### src/shared/dacp_pkg.sv
`default_nettype none
package dacp_pkg;
   localparam int unsigned DACP_DATA_W     = 12;
   localparam int unsigned DACP_CLK_MHZ    = 100;
   // pin timing figures in ns
   localparam int unsigned DACP_T_SETUP_NS = 10;
   localparam int unsigned DACP_T_CS_NS    = 20;
   localparam int unsigned DACP_T_RD_NS    = 40;
   localparam int unsigned DACP_T_GAP_NS   = 10;
   localparam int unsigned DACP_T_WAIT_NS  = 10;
   localparam int unsigned DACP_SETUP_CYC  = (DACP_T_SETUP_NS * DACP_CLK_MHZ + 999) / 1000;
   localparam int unsigned DACP_CS_CYC     = (DACP_T_CS_NS * DACP_CLK_MHZ + 999) / 1000;
   localparam int unsigned DACP_RD_CYC     = (DACP_T_RD_NS * DACP_CLK_MHZ + 999) / 1000;
   localparam int unsigned DACP_GAP_CYC    = (DACP_T_GAP_NS * DACP_CLK_MHZ + 999) / 1000;
   localparam int unsigned DACP_WAIT_CYC   = (DACP_T_WAIT_NS * DACP_CLK_MHZ + 999) / 1000;
   localparam int unsigned DACP_CNT_W      = 4;
   localparam logic [DACP_DATA_W-1:0] DACP_DATA_RST = 12'h000;
   typedef logic [DACP_DATA_W-1:0] dacp_word_t;
   typedef logic [DACP_CNT_W-1:0]  dacp_cnt_t;
endpackage : dacp_pkg
`default_nettype wire

### src/shared/dacp_sync_if.sv
`timescale 1ns/1ps
`default_nettype none
interface dacp_sync_if;
   import dacp_pkg::*;
   dacp_word_t raw;
   dacp_word_t synced;
   modport sync (input raw, output synced);
   modport user (output raw, input synced);
endinterface : dacp_sync_if
`default_nettype wire

### src/core/dacp_sync.sv
`timescale 1ns/1ps
`default_nettype none
module dacp_sync
   import dacp_pkg::*;
(
   // clock and reset
   input  wire logic    clock_i,
   input  wire logic    rst_n_i,
   // bus to synchronise
   dacp_sync_if.sync    bus
);
   dacp_word_t stage1;
   dacp_word_t stage2;
   dacp_word_t next_stage1;
   dacp_word_t next_stage2;

   always_comb
   begin
      next_stage1 = bus.raw;
      next_stage2 = stage1;
   end

   always_ff @(posedge clock_i or negedge rst_n_i)
   begin
      if (!rst_n_i)
      begin
         stage1 <= DACP_DATA_RST;
         stage2 <= DACP_DATA_RST;
      end
      else
      begin
         stage1 <= next_stage1;
         stage2 <= next_stage2;
      end
   end

   assign bus.synced = stage2;
endmodule : dacp_sync
`default_nettype wire

### src/core/dacp_host.sv
// Notes on behaviour
// - one whole 12-bit word per transfer
// - write drives data while select and rw low
// - every word gets one select fall and rise
// - read holds rw high while select low
// - optional wait state lengthens each access
// - plain asynchronous memory cycle drives converter
`timescale 1ns/1ps
`default_nettype none
module dacp_host
   import dacp_pkg::*;
(
   // clock and reset
   input  wire logic              clock_i,
   input  wire logic              rst_n_i,
   // user command port
   input  wire logic              wr_req_i,
   input  wire logic              rd_req_i,
   input  wire dacp_pkg::dacp_word_t wr_data_i,
   input  wire logic              wait_en_i,
   output var  logic              busy_o,
   output var  logic              done_o,
   output var  dacp_pkg::dacp_word_t rd_data_o,
   // converter pins
   output var  logic              cs_n_o,
   output var  logic              rw_o,
   output var  dacp_pkg::dacp_word_t parallel_data_lines_o,
   output var  logic              parallel_data_lines_oe_o,
   input  wire dacp_pkg::dacp_word_t parallel_data_lines_i
);
   import dacp_pkg::*;

   typedef enum logic [2:0] {S_IDLE, S_SETUP, S_STROBE, S_WAIT, S_GAP} dacp_state_e;

   dacp_state_e state;
   dacp_state_e next_state;
   dacp_cnt_t   cnt;
   dacp_cnt_t   next_cnt;
   logic        is_read;
   logic        next_is_read;
   logic        cs_n;
   logic        next_cs_n;
   logic        rw;
   logic        next_rw;
   logic        oe;
   logic        next_oe;
   dacp_word_t  dout;
   dacp_word_t  next_dout;
   dacp_word_t  rdata;
   dacp_word_t  next_rdata;
   logic        busy;
   logic        next_busy;
   logic        done;
   logic        next_done;

   dacp_sync_if sync_bus ();
   assign sync_bus.raw = parallel_data_lines_i;

   // the data lines come from another timing domain, so they pass two flops
   dacp_sync u_sync (
      .clock_i (clock_i),
      .rst_n_i (rst_n_i),
      .bus     (sync_bus)
   );

   localparam dacp_cnt_t SETUP_CNT = dacp_cnt_t'(DACP_SETUP_CYC);
   localparam dacp_cnt_t CS_CNT    = dacp_cnt_t'(DACP_CS_CYC);
   // read strobe is stretched to cover the two synchroniser flops
   localparam dacp_cnt_t RD_CNT    = dacp_cnt_t'(DACP_RD_CYC + 2);
   localparam dacp_cnt_t WAIT_CNT  = dacp_cnt_t'(DACP_WAIT_CYC);
   localparam dacp_cnt_t GAP_CNT   = dacp_cnt_t'(DACP_GAP_CYC);

   always_comb
   begin
      next_state   = state;
      next_cnt     = cnt;
      next_is_read = is_read;
      next_cs_n    = cs_n;
      next_rw      = rw;
      next_oe      = oe;
      next_dout    = dout;
      next_rdata   = rdata;
      next_busy    = busy;
      next_done    = 1'b0;
      case (state)
         S_IDLE:
         begin
            // write takes priority if both requests arrive together
            if (wr_req_i || rd_req_i)
            begin
               next_is_read = !wr_req_i;
               next_rw      = !wr_req_i;
               next_oe      = wr_req_i;
               next_dout    = wr_data_i;
               next_busy    = 1'b1;
               next_cnt     = SETUP_CNT;
               next_state   = S_SETUP;
            end
         end
         S_SETUP:
         begin
            if (cnt <= 4'h1)
            begin
               next_cs_n  = 1'b0;
               next_cnt   = is_read ? RD_CNT : CS_CNT;
               next_state = S_STROBE;
            end
            else
               next_cnt = cnt - 4'h1;
         end
         S_STROBE:
         begin
            if (cnt <= 4'h1)
            begin
               if (wait_en_i)
               begin
                  next_cnt   = WAIT_CNT;
                  next_state = S_WAIT;
               end
               else
               begin
                  next_cs_n  = 1'b1;
                  next_cnt   = GAP_CNT;
                  next_state = S_GAP;
                  if (is_read)
                     next_rdata = sync_bus.synced;
               end
            end
            else
               next_cnt = cnt - 4'h1;
         end
         S_WAIT:
         begin
            if (cnt <= 4'h1)
            begin
               next_cs_n  = 1'b1;
               next_cnt   = GAP_CNT;
               next_state = S_GAP;
               if (is_read)
                  next_rdata = sync_bus.synced;
            end
            else
               next_cnt = cnt - 4'h1;
         end
         S_GAP:
         begin
            // data and rw held past the select rise for hold time
            if (cnt <= 4'h1)
            begin
               next_oe    = 1'b0;
               next_rw    = 1'b1;
               next_busy  = 1'b0;
               next_done  = 1'b1;
               next_state = S_IDLE;
            end
            else
               next_cnt = cnt - 4'h1;
         end
         default:
         begin
            next_state = S_IDLE;
            next_cs_n  = 1'b1;
            next_oe    = 1'b0;
            next_busy  = 1'b0;
         end
      endcase
   end

   always_ff @(posedge clock_i or negedge rst_n_i)
   begin
      if (!rst_n_i)
      begin
         state   <= S_IDLE;
         cnt     <= 4'h0;
         is_read <= 1'b0;
         cs_n    <= 1'b1;
         rw      <= 1'b1;
         oe      <= 1'b0;
         dout    <= DACP_DATA_RST;
         rdata   <= DACP_DATA_RST;
         busy    <= 1'b0;
         done    <= 1'b0;
      end
      else
      begin
         state   <= next_state;
         cnt     <= next_cnt;
         is_read <= next_is_read;
         cs_n    <= next_cs_n;
         rw      <= next_rw;
         oe      <= next_oe;
         dout    <= next_dout;
         rdata   <= next_rdata;
         busy    <= next_busy;
         done    <= next_done;
      end
   end

   assign cs_n_o                   = cs_n;
   assign rw_o                     = rw;
   assign parallel_data_lines_o    = dout;
   assign parallel_data_lines_oe_o = oe;
   assign busy_o                   = busy;
   assign done_o                   = done;
   assign rd_data_o                = rdata;

   a_write_drives_data: assert property (@(posedge clock_i) disable iff (!rst_n_i)
      (!cs_n && !rw) |-> oe) else $error("write strobe without data drive");
   a_read_no_drive: assert property (@(posedge clock_i) disable iff (!rst_n_i)
      (!cs_n && rw) |-> !oe) else $error("host drives data during read");
   a_rw_stable_cs: assert property (@(posedge clock_i) disable iff (!rst_n_i)
      (!cs_n && $past(!cs_n)) |-> $stable(rw)) else $error("rw moved under select");
   a_data_stable_cs: assert property (@(posedge clock_i) disable iff (!rst_n_i)
      (!cs_n && $past(!cs_n) && !rw) |-> $stable(dout)) else $error("data moved in write");
   a_cs_pulse_min: assert property (@(posedge clock_i) disable iff (!rst_n_i)
      $fell(cs_n) |-> !cs_n [*2]) else $error("select pulse too short");
   a_cs_rise_done: assert property (@(posedge clock_i) disable iff (!rst_n_i)
      $rose(cs_n) |-> ##[1:16] done) else $error("no done after select rise");
   a_done_one_cycle: assert property (@(posedge clock_i) disable iff (!rst_n_i)
      done |-> !busy ##1 !done) else $error("done not a single pulse");
   a_wait_stretch: assert property (@(posedge clock_i) disable iff (!rst_n_i)
      (state == S_WAIT) |-> !cs_n) else $error("select high during wait");
   a_read_capture: assert property (@(posedge clock_i) disable iff (!rst_n_i)
      ($rose(cs_n) && is_read) |-> rdata == $past(sync_bus.synced)) else $error("read lost");
endmodule : dacp_host
`default_nettype wire

### config.mk
export PLATFORM = sky130hd
export DESIGN_NAME = dacp_host
export DESIGN_NICKNAME = d
export VERILOG_FILES = /design/src/shared/dacp_pkg.sv /design/src/shared/dacp_sync_if.sv /design/src/core/dacp_sync.sv /design/src/core/dacp_host.sv
export SDC_FILE = /design/constraint.sdc
export NUM_CORES = 1
export LEC_CHECK = 0
export BUFFER_PORTS_ARGS = -buffer_cell sky130_fd_sc_hd__buf_2
export CAP_MARGIN = 5
export CORE_MARGIN = 5
export CORE_UTILIZATION = 50
export CTS_BUF_LIST = sky130_fd_sc_hd__clkbuf_4
export DETAILED_ROUTE_END_ITERATION = 10
export PLACE_DENSITY = 0.78
export SLEW_MARGIN = 20
export SYNTH_ARGS = -nofsm -noshare
export SYNTH_HDL_FRONTEND = slang
export SYNTH_SLANG_ARGS = --single-unit
### constraint.sdc
create_clock -name clock_i -period 2.35 [get_ports clock_i]
set_clock_uncertainty 0.1 [all_clocks]
set_input_delay 0.5875 -clock clock_i [delete_from_list [all_inputs] [get_ports clock_i]]
set_output_delay 0.5875 -clock clock_i [all_outputs]
set_load 0.01 [all_outputs]
# Word-level counts from Yosys, hierarchy flattened
# Cells that the tools add are included.
[totals]
out_inout_bits = 29
wordCells = 74
ff_bits = 61
inputBits = 29
[classes]
bitwise_logic = 2
eq_ne = 11
n_reduce_logical = 16
mux = 31
order_cmp = 1
addsub = 1
[ops]
columns = ["cell", "n"]
rows = [
  ["$mux W12", 4],
  ["$pmux W12 S2", 1],
  ["$mux W3", 7],
  ["$mux W4", 4],
  ["$pmux W4 S4", 1],
  ["$pmux W3 S5", 1],
  ["$ne A2 B2 Y1 const B", 7],
  ["$reduce_and A5 Y1", 2],
  ["$mux W1", 9],
  ["$reduce_and A3 Y1", 3],
  ["$eq A3 B2 Y1 const B", 2],
  ["$pmux W1 S3", 2],
  ["$le A4 B1 Y1 const B", 1],
  ["$pmux W1 S4", 1],
  ["$reduce_and A4 Y1", 1],
  ["$reduce_bool A2 Y1", 2],
  ["$reduce_bool A4 Y1", 1],
  ["$reduce_or A2 Y1", 2],
  ["$sub A4 B1 Y4 const B", 1],
  ["$eq A3 B1 Y1 const B", 1],
  ["$eq A3 B3 Y1 const B", 1],
  ["$logic_not A3 Y1", 1],
  ["$reduce_or A3 Y1", 1],
  ["$not A1 Y1", 2],
  ["other kinds (4)", 4],
]

# Logic depth before layout (Yosys ltp)
# Gate-level depths: netlist of run 1.
[depth]
ltp_word = 4
ltp_mapped = 8

# Hierarchy
# Synthesis of run 1 repeated with hierarchy kept, for this count alone.
[unflattened]
cells_unflattened = 176
area_unflattened_um2 = 2489.9
[by_module_without_submodules]
columns = ["module", "cells_each", "n_inst", "area_each_um2"]
rows = [
  ["dacp_host", 152, 1, 1889.3],
  ["dacp_sync", 24, 1, 600.6],
]

# Worst setup path after synthesis of run 1
# Ideal clock, no wire load.
[synth_path]
path_type = "register to register"
from = "register cnt[0]"
to = "register rdata[0], in the netlist rd_data_o[0]"
path_buffers = 2
synth_period_minus_slack_ps = 2270
setup_time_ps = 125
stages_incl_launch_ff = 9
setup_slack_ps = 80
t_arrival_ps = 2045
path_cell_list = "dfrtp_1 > inv_1 > ha_1 > nor2_1 > or3_4 > buf_6 > nor4_4 > buf_8 > mux2_4"
[synth_via]
elab_chain_cells = 3
word_cells_on_any_way = 4
classes_between = "1 x order compare; 2 x eq/ne; 1 x reduce/logical"
[synth_rtl]
columns = ["element", "line", "source"]
rows = [
  ["from (decl)", "dacp_host.sv:37", "dacp_cnt_t cnt;"],
  ["from (signal assigned)", "dacp_host.sv:187", "cnt <= next_cnt;"],
  ["$le A4 B1 Y1 *", "dacp_host.sv:113, dacp_host.sv:134", ""],
  ["$ne A2 B2 Y1 (no source line)", "--", ""],
  ["$reduce_and A4 Y1 (no source line) *", "--", ""],
  ["to (signal assigned)", "dacp_host.sv:193", "rdata <= next_rdata;"],
  ["to (decl)", "dacp_host.sv:49", "dacp_word_t rdata;"],
]
# Every way passes the cells marked *; elsewhere a longest branch is shown, timed or not.
# A chain may end at the register's enable or synchronous reset.

# Worst setup path in the final report of run 1
[layout_path]
from = "register cnt[1]"
to = "register rdata[4], in the netlist rd_data_o[4]"
# The elaborated chain is that of the path after synthesis.

==> results of run 1 <==
[area by class of cell]
| type | instances | share of cell area [%] |
|---|---|---|
| Multi-Input combinational cell | 97 | 27.64 |
| Clock buffer | 9 | 2.293 |
| Clock inverter | 6 | 1.868 |
| Timing Repair Buffer | 66 | 12.82 |
| Tap cell | 67 | 2.845 |
| Inverter | 5 | 0.6369 |
| Sequential cell | 61 | 51.89 |
[worst max-delay path by stage]
| stage | startpoint | to | slack, ns | cells past startpoint |
|---|---|---|---|---|
| after floorplan | cnt[0] | rd_data_o[0] | 0.08 | 8 |
| after global placement | cnt[0] | rd_data_o[5] | 0.26 | 7 |
| after detailed placement | cnt[1] | rd_data_o[4] | 0.21 | 7 |
| after CTS | cnt[1] | rd_data_o[5] | 0.20 | 7 |
| after global routing | cnt[0] | cnt[1] | 0.09 | 7 |
| final | cnt[1] | rd_data_o[4] | 0.21 | 7 |
[registers in the layout (all words and copies together), names as in the netlist]
signal	count
parallel_data_lines_o	12
cs_n_o	1
is_read	1
done_o	1
cnt	4
rw_o	1
parallel_data_lines_oe_o	1
busy_o	1
u_sync.bus.synced	12
rd_data_o	12
state	3
u_sync.next_stage2	12
[Yosys cell counts (2+ instances only)]
master	n	area (µm²)
a21oi_1	4	20.02
a311oi_1	2	17.52
a32o_1	2	20.02
buf_2	2	10.01
buf_6	2	22.52
clkbuf_1	3	11.26
dfrtp_1	59	1476
dfstp_2	2	52.55
ha_1	2	25.02
inv_1	4	15.01
mux2_2	13	146.4
mux2_4	10	150.1
nand2_1	6	22.52
nand3_1	4	20.02
nor2_1	12	45.04
nor2b_1	2	12.51
nor3_1	2	10.01
nor3_2	2	20.02
nor4_1	2	12.51
o21ai_0	2	10.01
o31ai_1	2	15.01
o32a_1	2	20.02
or2_2	2	12.51
or3_1	2	12.51
[layer usage]
| metal | track usage (%) | wire length [µm] | vias to the layer above |
|---|---|---|---|
| met5 | 0 | 0 | - |
| met4 | 5.236 | 49 | 0 |
| met3 | 8.014 | 387 | 6 |
| met2 | 27.55 | 2389 | 74 |
| met1 | 19.87 | 1907 | 808 |
| li1 | - | - | 762 |
[cells by family after synthesis]
kind of cell	count (synthesis)	synth area share [%]
AOI/OAI and AO/OA	29	9.518
adders and majority gates	3	1.440
buffers and inverters	15	3.652
DFF	61	62.86
muxes	24	12.65
and+or+nand+nor	41	9.877
[per-stage QoR]
step	worst slack, ns	utilization (%)	hold WS [ns]	total power, mW
2_1_floorplan	0.08013	-	0.1919	2.839
3_3_place_gp	0.2610	59.79	0.2331	3.357
3_5_place_dp	0.2099	59.79	0.2347	3.419
4_1_cts	0.1970	62.38	0.07839	4.102
5_1_grt	0.09356	62.38	0.07702	4.366
6_report	0.2084	62.38	0.08783	4.055
[worst reg2reg max path: cells and delay by family, from the launching register on]
| family | cells | cell delay [ns] |
|---|---|---|
| and+or+nand+nor | 3 | 0.71 |
| DFF | 1 | 0.41 |
| muxes | 1 | 0.34 |
| buffers and inverters | 2 | 0.29 |
| adders and majority gates | 1 | 0.18 |
[power by group through the flow]
stage / Clock, mW / Combinational (mW) / Sequential, mW
after global placement: 0 / 1.71 / 1.64
after detailed placement: 0 / 1.76 / 1.66
after floorplan: 0 / 1.13 / 1.71
final: 0.660 / 1.75 / 1.64
after global routing: 0.751 / 1.93 / 1.69
after CTS: 0.695 / 1.77 / 1.64
==> out/metrics.csv, run 1 <==
stage;metric;value;unit
placed_design;gp_congestion;0.9226;
logic_synthesis;syn-num-nets;204;
setup_path;r2r_end;rd_data_o[4];
die;die_w;79.75;µm
die;floorplan.rows;25;
cts;cts_root_buf;clkbuf_4;
detailed_routing;routed-via-count;1650;
setup_path;max_stage_delay;0.41;ns
finish;antenna_cells;0;
worst_hold_path;hold_path.class;in -> async;
pwr;combinationalPowerShare;43.3;%
logic_synthesis;yosysWarnings;0;
pwr;swShare;36.16;%
detailed_routing;ant_nets;0;
pwr;leakage;1.384;nW
global_route;grt-ovfl-total;0;
global_route;antenna_found_initial;0;
cts;cts_buffers;9;
logic_synthesis;ys_types;52;
finish;n_fill_cell;371;
placed_design;dp_hpwl;3291;µm
finish;layout_common_cells;dfrtp_1 (59), buf_2 (57), mux2_2 (13);
global_route;grt_pass1_vias;1730;
pwr;power_frac_clock;16.3;%
sta;setup_viol;0;
run_status;status;completed;
pwr;irDropWorstVdd;0.7163;mV
logic_synthesis;syn_area_per_cell;14.06;µm²
global_route;grt_pass1_wl;8135;µm
setup_path;end_kind;register;
cts;htreeDepth;3;
detailed_routing;wl_per_cell;15.22;µm
logic_synthesis;yosysSeqAreaShare;62.86;%
setup_path;crit_family;simple AND/OR/NAND/NOR gates;
setup_path;cp_max_fo;12;
pwr;powerDensity;1376;nW/µm²
finish;nNetsFinal;271;
cts;hold_buffers;0;
cts;cts_sinks;61;
placed_design;dp.cells;296;
detailed_routing;drt_iter0_markers;173;
sta;worst_slew_pin_slew;0.5959;ns
setup_path;reg2reg_setup_slack;0.21;ns
cts;clk_latency;0.38;ns
setup_path;cpMaxStageDelayCell;dfrtp_1;
die;start_util;51.50;%
setup_path;timing.rr.start;cnt[1];
detailed_routing;drc;0;
sta;finalSetupTns;0;ns
cts;clkTransAtPathRegs;0.10;ns
finish;syn2layout_area_growth;21.14;%
setup_path;path_cells;inv_1 -> ha_1 -> nor2_1 -> or3_4 -> nor4_4 -> buf_12 -> mux2_2;
cts;clock_path_buffers;2;
finish;drive_gt1_share;46.72;%
placed_design;place_area;2824;µm²
die;dieHeight;79.75;µm
detailed_routing;viasPerCell;5.305;
pwr;switchingPower;1.466;mW
flow_run;cap_violations;0;
logic_synthesis;synth_edf_count;0;
finish;register_area;1529;µm²
finish;final_cells;311;
sta;fmax;466.9;MHz
sta;slew_headroom;60.05;%
detailed_routing;wirelength;4734;µm
sta;fin_crit;2.142;ns
pwr;power.share.sequential;40.5;%
setup_path;path_class;reg -> reg;
finish;multi_input_area;814.5;µm²
pwr;internal_power;2.589;mW
cts;post_cts_resized;0;
cts;cts_tree;built;
setup_path;arrival;2.31;ns
setup_path;critPathLaunchType;register;
logic_synthesis;ys_ff_latch;61;
logic_synthesis;synthArstFlopShare;100.0;%
setup_path;crit_buf_inv;2;
global_route;grt_max_degree;62;
logic_synthesis;netlist_instances;173;
setup_path;worst_r2r_path_depth;7;
detailed_routing;dr.pass1.iters;4;
cts;postCtsSetupBuffers;0;
global_route;grt_usage;16.93;%
logic_synthesis;synth_area;2432;µm²
sta;hold_viol;0;
sta;drv_slew;0;
sta;rsz0062_at_grt;false;
finish;layout_commonest_cell;dfrtp_1;
die;ios;58;
placed_design;io_buffers;57;
sta;fin_crit_sh;91.13;%
die;core_area;4723;µm²
finish;postLayoutCellArea;2947;µm²
setup_path;cp.required;2.52;ns
logic_synthesis;yosys_most_used_dff;dfrtp_1;
die;die_area;6359;µm²
Power figures use the tool's default switching activity.
==> run 2, diff against run 1 <==
Settings changed: PLACE_DENSITY 0.78 to 0.84.
==> run 2 against run 1 <==
  * Non-clock buffer count increased by 1
  * Critical path depth unchanged
  * Worst setup slack got worse by 0.026 ns
  * Critical endpoint is now rd_data_o[5]
  * Largest power group unchanged
  * Highest routed layer unchanged
==> out/metrics.csv, run 2 (synthesized netlist as in run 1, its figures left out) <==
stage;metric;value;unit;change
run_status;status;completed;;
sta;fin_crit_sh;92.25;%;+1.1 points
detailed_routing;routed-via-count;1670;;+1.2%
finish;final_cells;313;;+0.64%
cts;clock_path_buffers;2;;unchanged
setup_path;path_class;reg -> reg;;
global_route;grt_usage;17.16;%;+0.23 points
sta;rsz0062_at_grt;false;;
detailed_routing;ant_nets;0;;unchanged
finish;layout_commonest_cell;dfrtp_1;;
sta;fmax;461.3;MHz;-1.2%
cts;cts_tree;built;;
sta;fin_crit;2.168;ns;+0.02638 ns
setup_path;timing.rr.start;cnt[0];;
die;ios;58;;unchanged
die;floorplan.rows;25;;unchanged
finish;nNetsFinal;272;;+0.37%
sta;drv_slew;0;;unchanged
finish;layout_common_cells;dfrtp_1 (59), buf_2 (57), mux2_2 (13);;
pwr;irDropWorstVdd;0.6638;mV;-7.3%
cts;cts_buffers;9;;unchanged
setup_path;crit_buf_inv;2;;unchanged
placed_design;io_buffers;57;;unchanged
cts;htreeDepth;3;;unchanged
setup_path;worst_r2r_path_depth;7;;unchanged
setup_path;reg2reg_setup_slack;0.18;ns;-0.03 ns
setup_path;r2r_end;rd_data_o[5];;
cts;clkTransAtPathRegs;0.12;ns;+0.02 ns
placed_design;dp.cells;296;;unchanged
cts;clk_latency;0.40;ns;+0.02 ns
die;core_area;4723;µm²;unchanged
detailed_routing;drc;0;;unchanged
setup_path;path_cells;inv_1 -> ha_1 -> nor2_1 -> or3_4 -> nor4_4 -> buf_12 -> mux2_2;;
setup_path;crit_family;simple AND/OR/NAND/NOR gates;;
pwr;leakage;1.391;nW;+0.48%
setup_path;cp.required;2.53;ns;about the same
global_route;grt_pass1_wl;8245;µm;+1.4%
setup_path;arrival;2.35;ns;+0.04 ns
sta;setup_viol;0;;unchanged
detailed_routing;drt_iter0_markers;134;;-23%
setup_path;cp_max_fo;12;;unchanged
detailed_routing;viasPerCell;5.335;;+0.57%
flow_run;cap_violations;0;;unchanged
cts;cts_sinks;61;;unchanged
die;start_util;51.50;%;unchanged
pwr;powerDensity;1388;nW/µm²;+0.88%
setup_path;cpMaxStageDelayCell;dfrtp_1;;
setup_path;critPathLaunchType;register;;
detailed_routing;wirelength;4762;µm;+0.59%
finish;syn2layout_area_growth;22.38;%;
worst_hold_path;min_path_cells;1;;
cts;cts_root_buf;clkbuf_4;;
finish;n_fill_cell;355;;-4.3%
worst_hold_path;hold_path.class;in -> reg;;
finish;antenna_cells;0;;unchanged
placed_design;gp_congestion;0.8968;;-2.8%
setup_path;end_kind;register;;
global_route;grt_max_degree;46;;-26%
detailed_routing;wl_per_cell;15.21;µm;about the same
setup_path;critPathLaunch;cnt[0];;
sta;worst_slew_pin_slew;0.6565;ns;+0.06057 ns
sta;slew_headroom;55.99;%;-4.1 points
setup_path;crit_cells;7;;unchanged
global_route;antenna_found_initial;0;;unchanged
sta;finalSetupTns;0;ns;unchanged
setup_path;setup.worst_path.end;rd_data_o[5];;
die;die_w;79.75;µm;unchanged
placed_design;dp_hpwl;3365;µm;+2.2%
die;dieHeight;79.75;µm;unchanged
global_route;grt-ovfl-total;0;;unchanged
die;die_area;6359;µm²;unchanged
global_route;grt_pass1_vias;1789;;+3.4%
finish;drive_gt1_share;47.15;%;+0.43 points
setup_path;max_stage_delay;0.40;ns;about the same
detailed_routing;dr.pass1.iters;4;;unchanged
sta;hold_viol;0;;unchanged
-- run 2: cell types whose count changed in the layout (fill, tap and decap cells not counted) --
cell,before,now
clkinvlp_4,1,2
clkinv_2,2,0
dlygate4sd3_1,0,1
clkinv_4,0,2
inv_6,0,1
clkinv_1,2,1
-- run 2: layout make-up --
cell class	count	area, µm²	share of cell area (%)
Clock buffer	9	67.56	2.270
Sequential cell	61	1529	51.37
Timing Repair Buffer	67	387.9	13.03
Tap cell	67	83.83	2.816
Inverter	5	18.77	0.6305
Clock inverter	7	75.07	2.522
Multi-Input combinational cell	97	814.5	27.36
-- run 2: worst min path at each step --
stage | from | end | slack [ns]
3_5_place_dp | u_sync.next_stage2[1] | u_sync.bus.synced[1] | 0.24
2_1_floorplan | rst_n_i | busy_o | 0.19
4_1_cts | parallel_data_lines_i[10] | u_sync.next_stage2[10] | 0.15
3_3_place_gp | u_sync.next_stage2[3] | u_sync.bus.synced[3] | 0.23
5_1_grt | parallel_data_lines_i[10] | u_sync.next_stage2[10] | 0.14
6_report | parallel_data_lines_i[10] | u_sync.next_stage2[10] | 0.19
-- run 2: layer usage --
layer / routed length, µm / global-route usage [%]
met1: 2003 / 21.55
met2: 2306 / 25.88
met3: 344 / 6.546
met4: 107 / 8.615
met5: 0 / 0
-- run 2: through the flow --
stage / total power [mW] / worst slack (ns) / hold slack [ns] / instance area [µm²] / util (%)
after floorplan: 2.839 / 0.08013 / 0.1919 / 2432 / -
after global placement: 3.348 / 0.2611 / 0.2328 / 2824 / 59.79
after detailed placement: 3.425 / 0.2050 / 0.2355 / 2824 / 59.79
after CTS: 4.169 / 0.1860 / 0.1534 / 2977 / 63.02
after global routing: 4.462 / 0.008996 / 0.1356 / 2977 / 63.02
final: 4.133 / 0.1820 / 0.1855 / 2977 / 63.02
-- run 2: power breakdown --
group          switching [mW]  total (mW)  internal (mW)
Clock                   0.403       0.731          0.327
Combinational           0.869        1.75          0.885
Sequential              0.253        1.65           1.40
-- run 2: repair_timing --
action,4_1_cts,5_1_grt
resized for setup,0,0
endpoints found under the setup margin,0,0
hold endpoints to repair,16,0
setup buffers,0,0
hold buffers,1,0
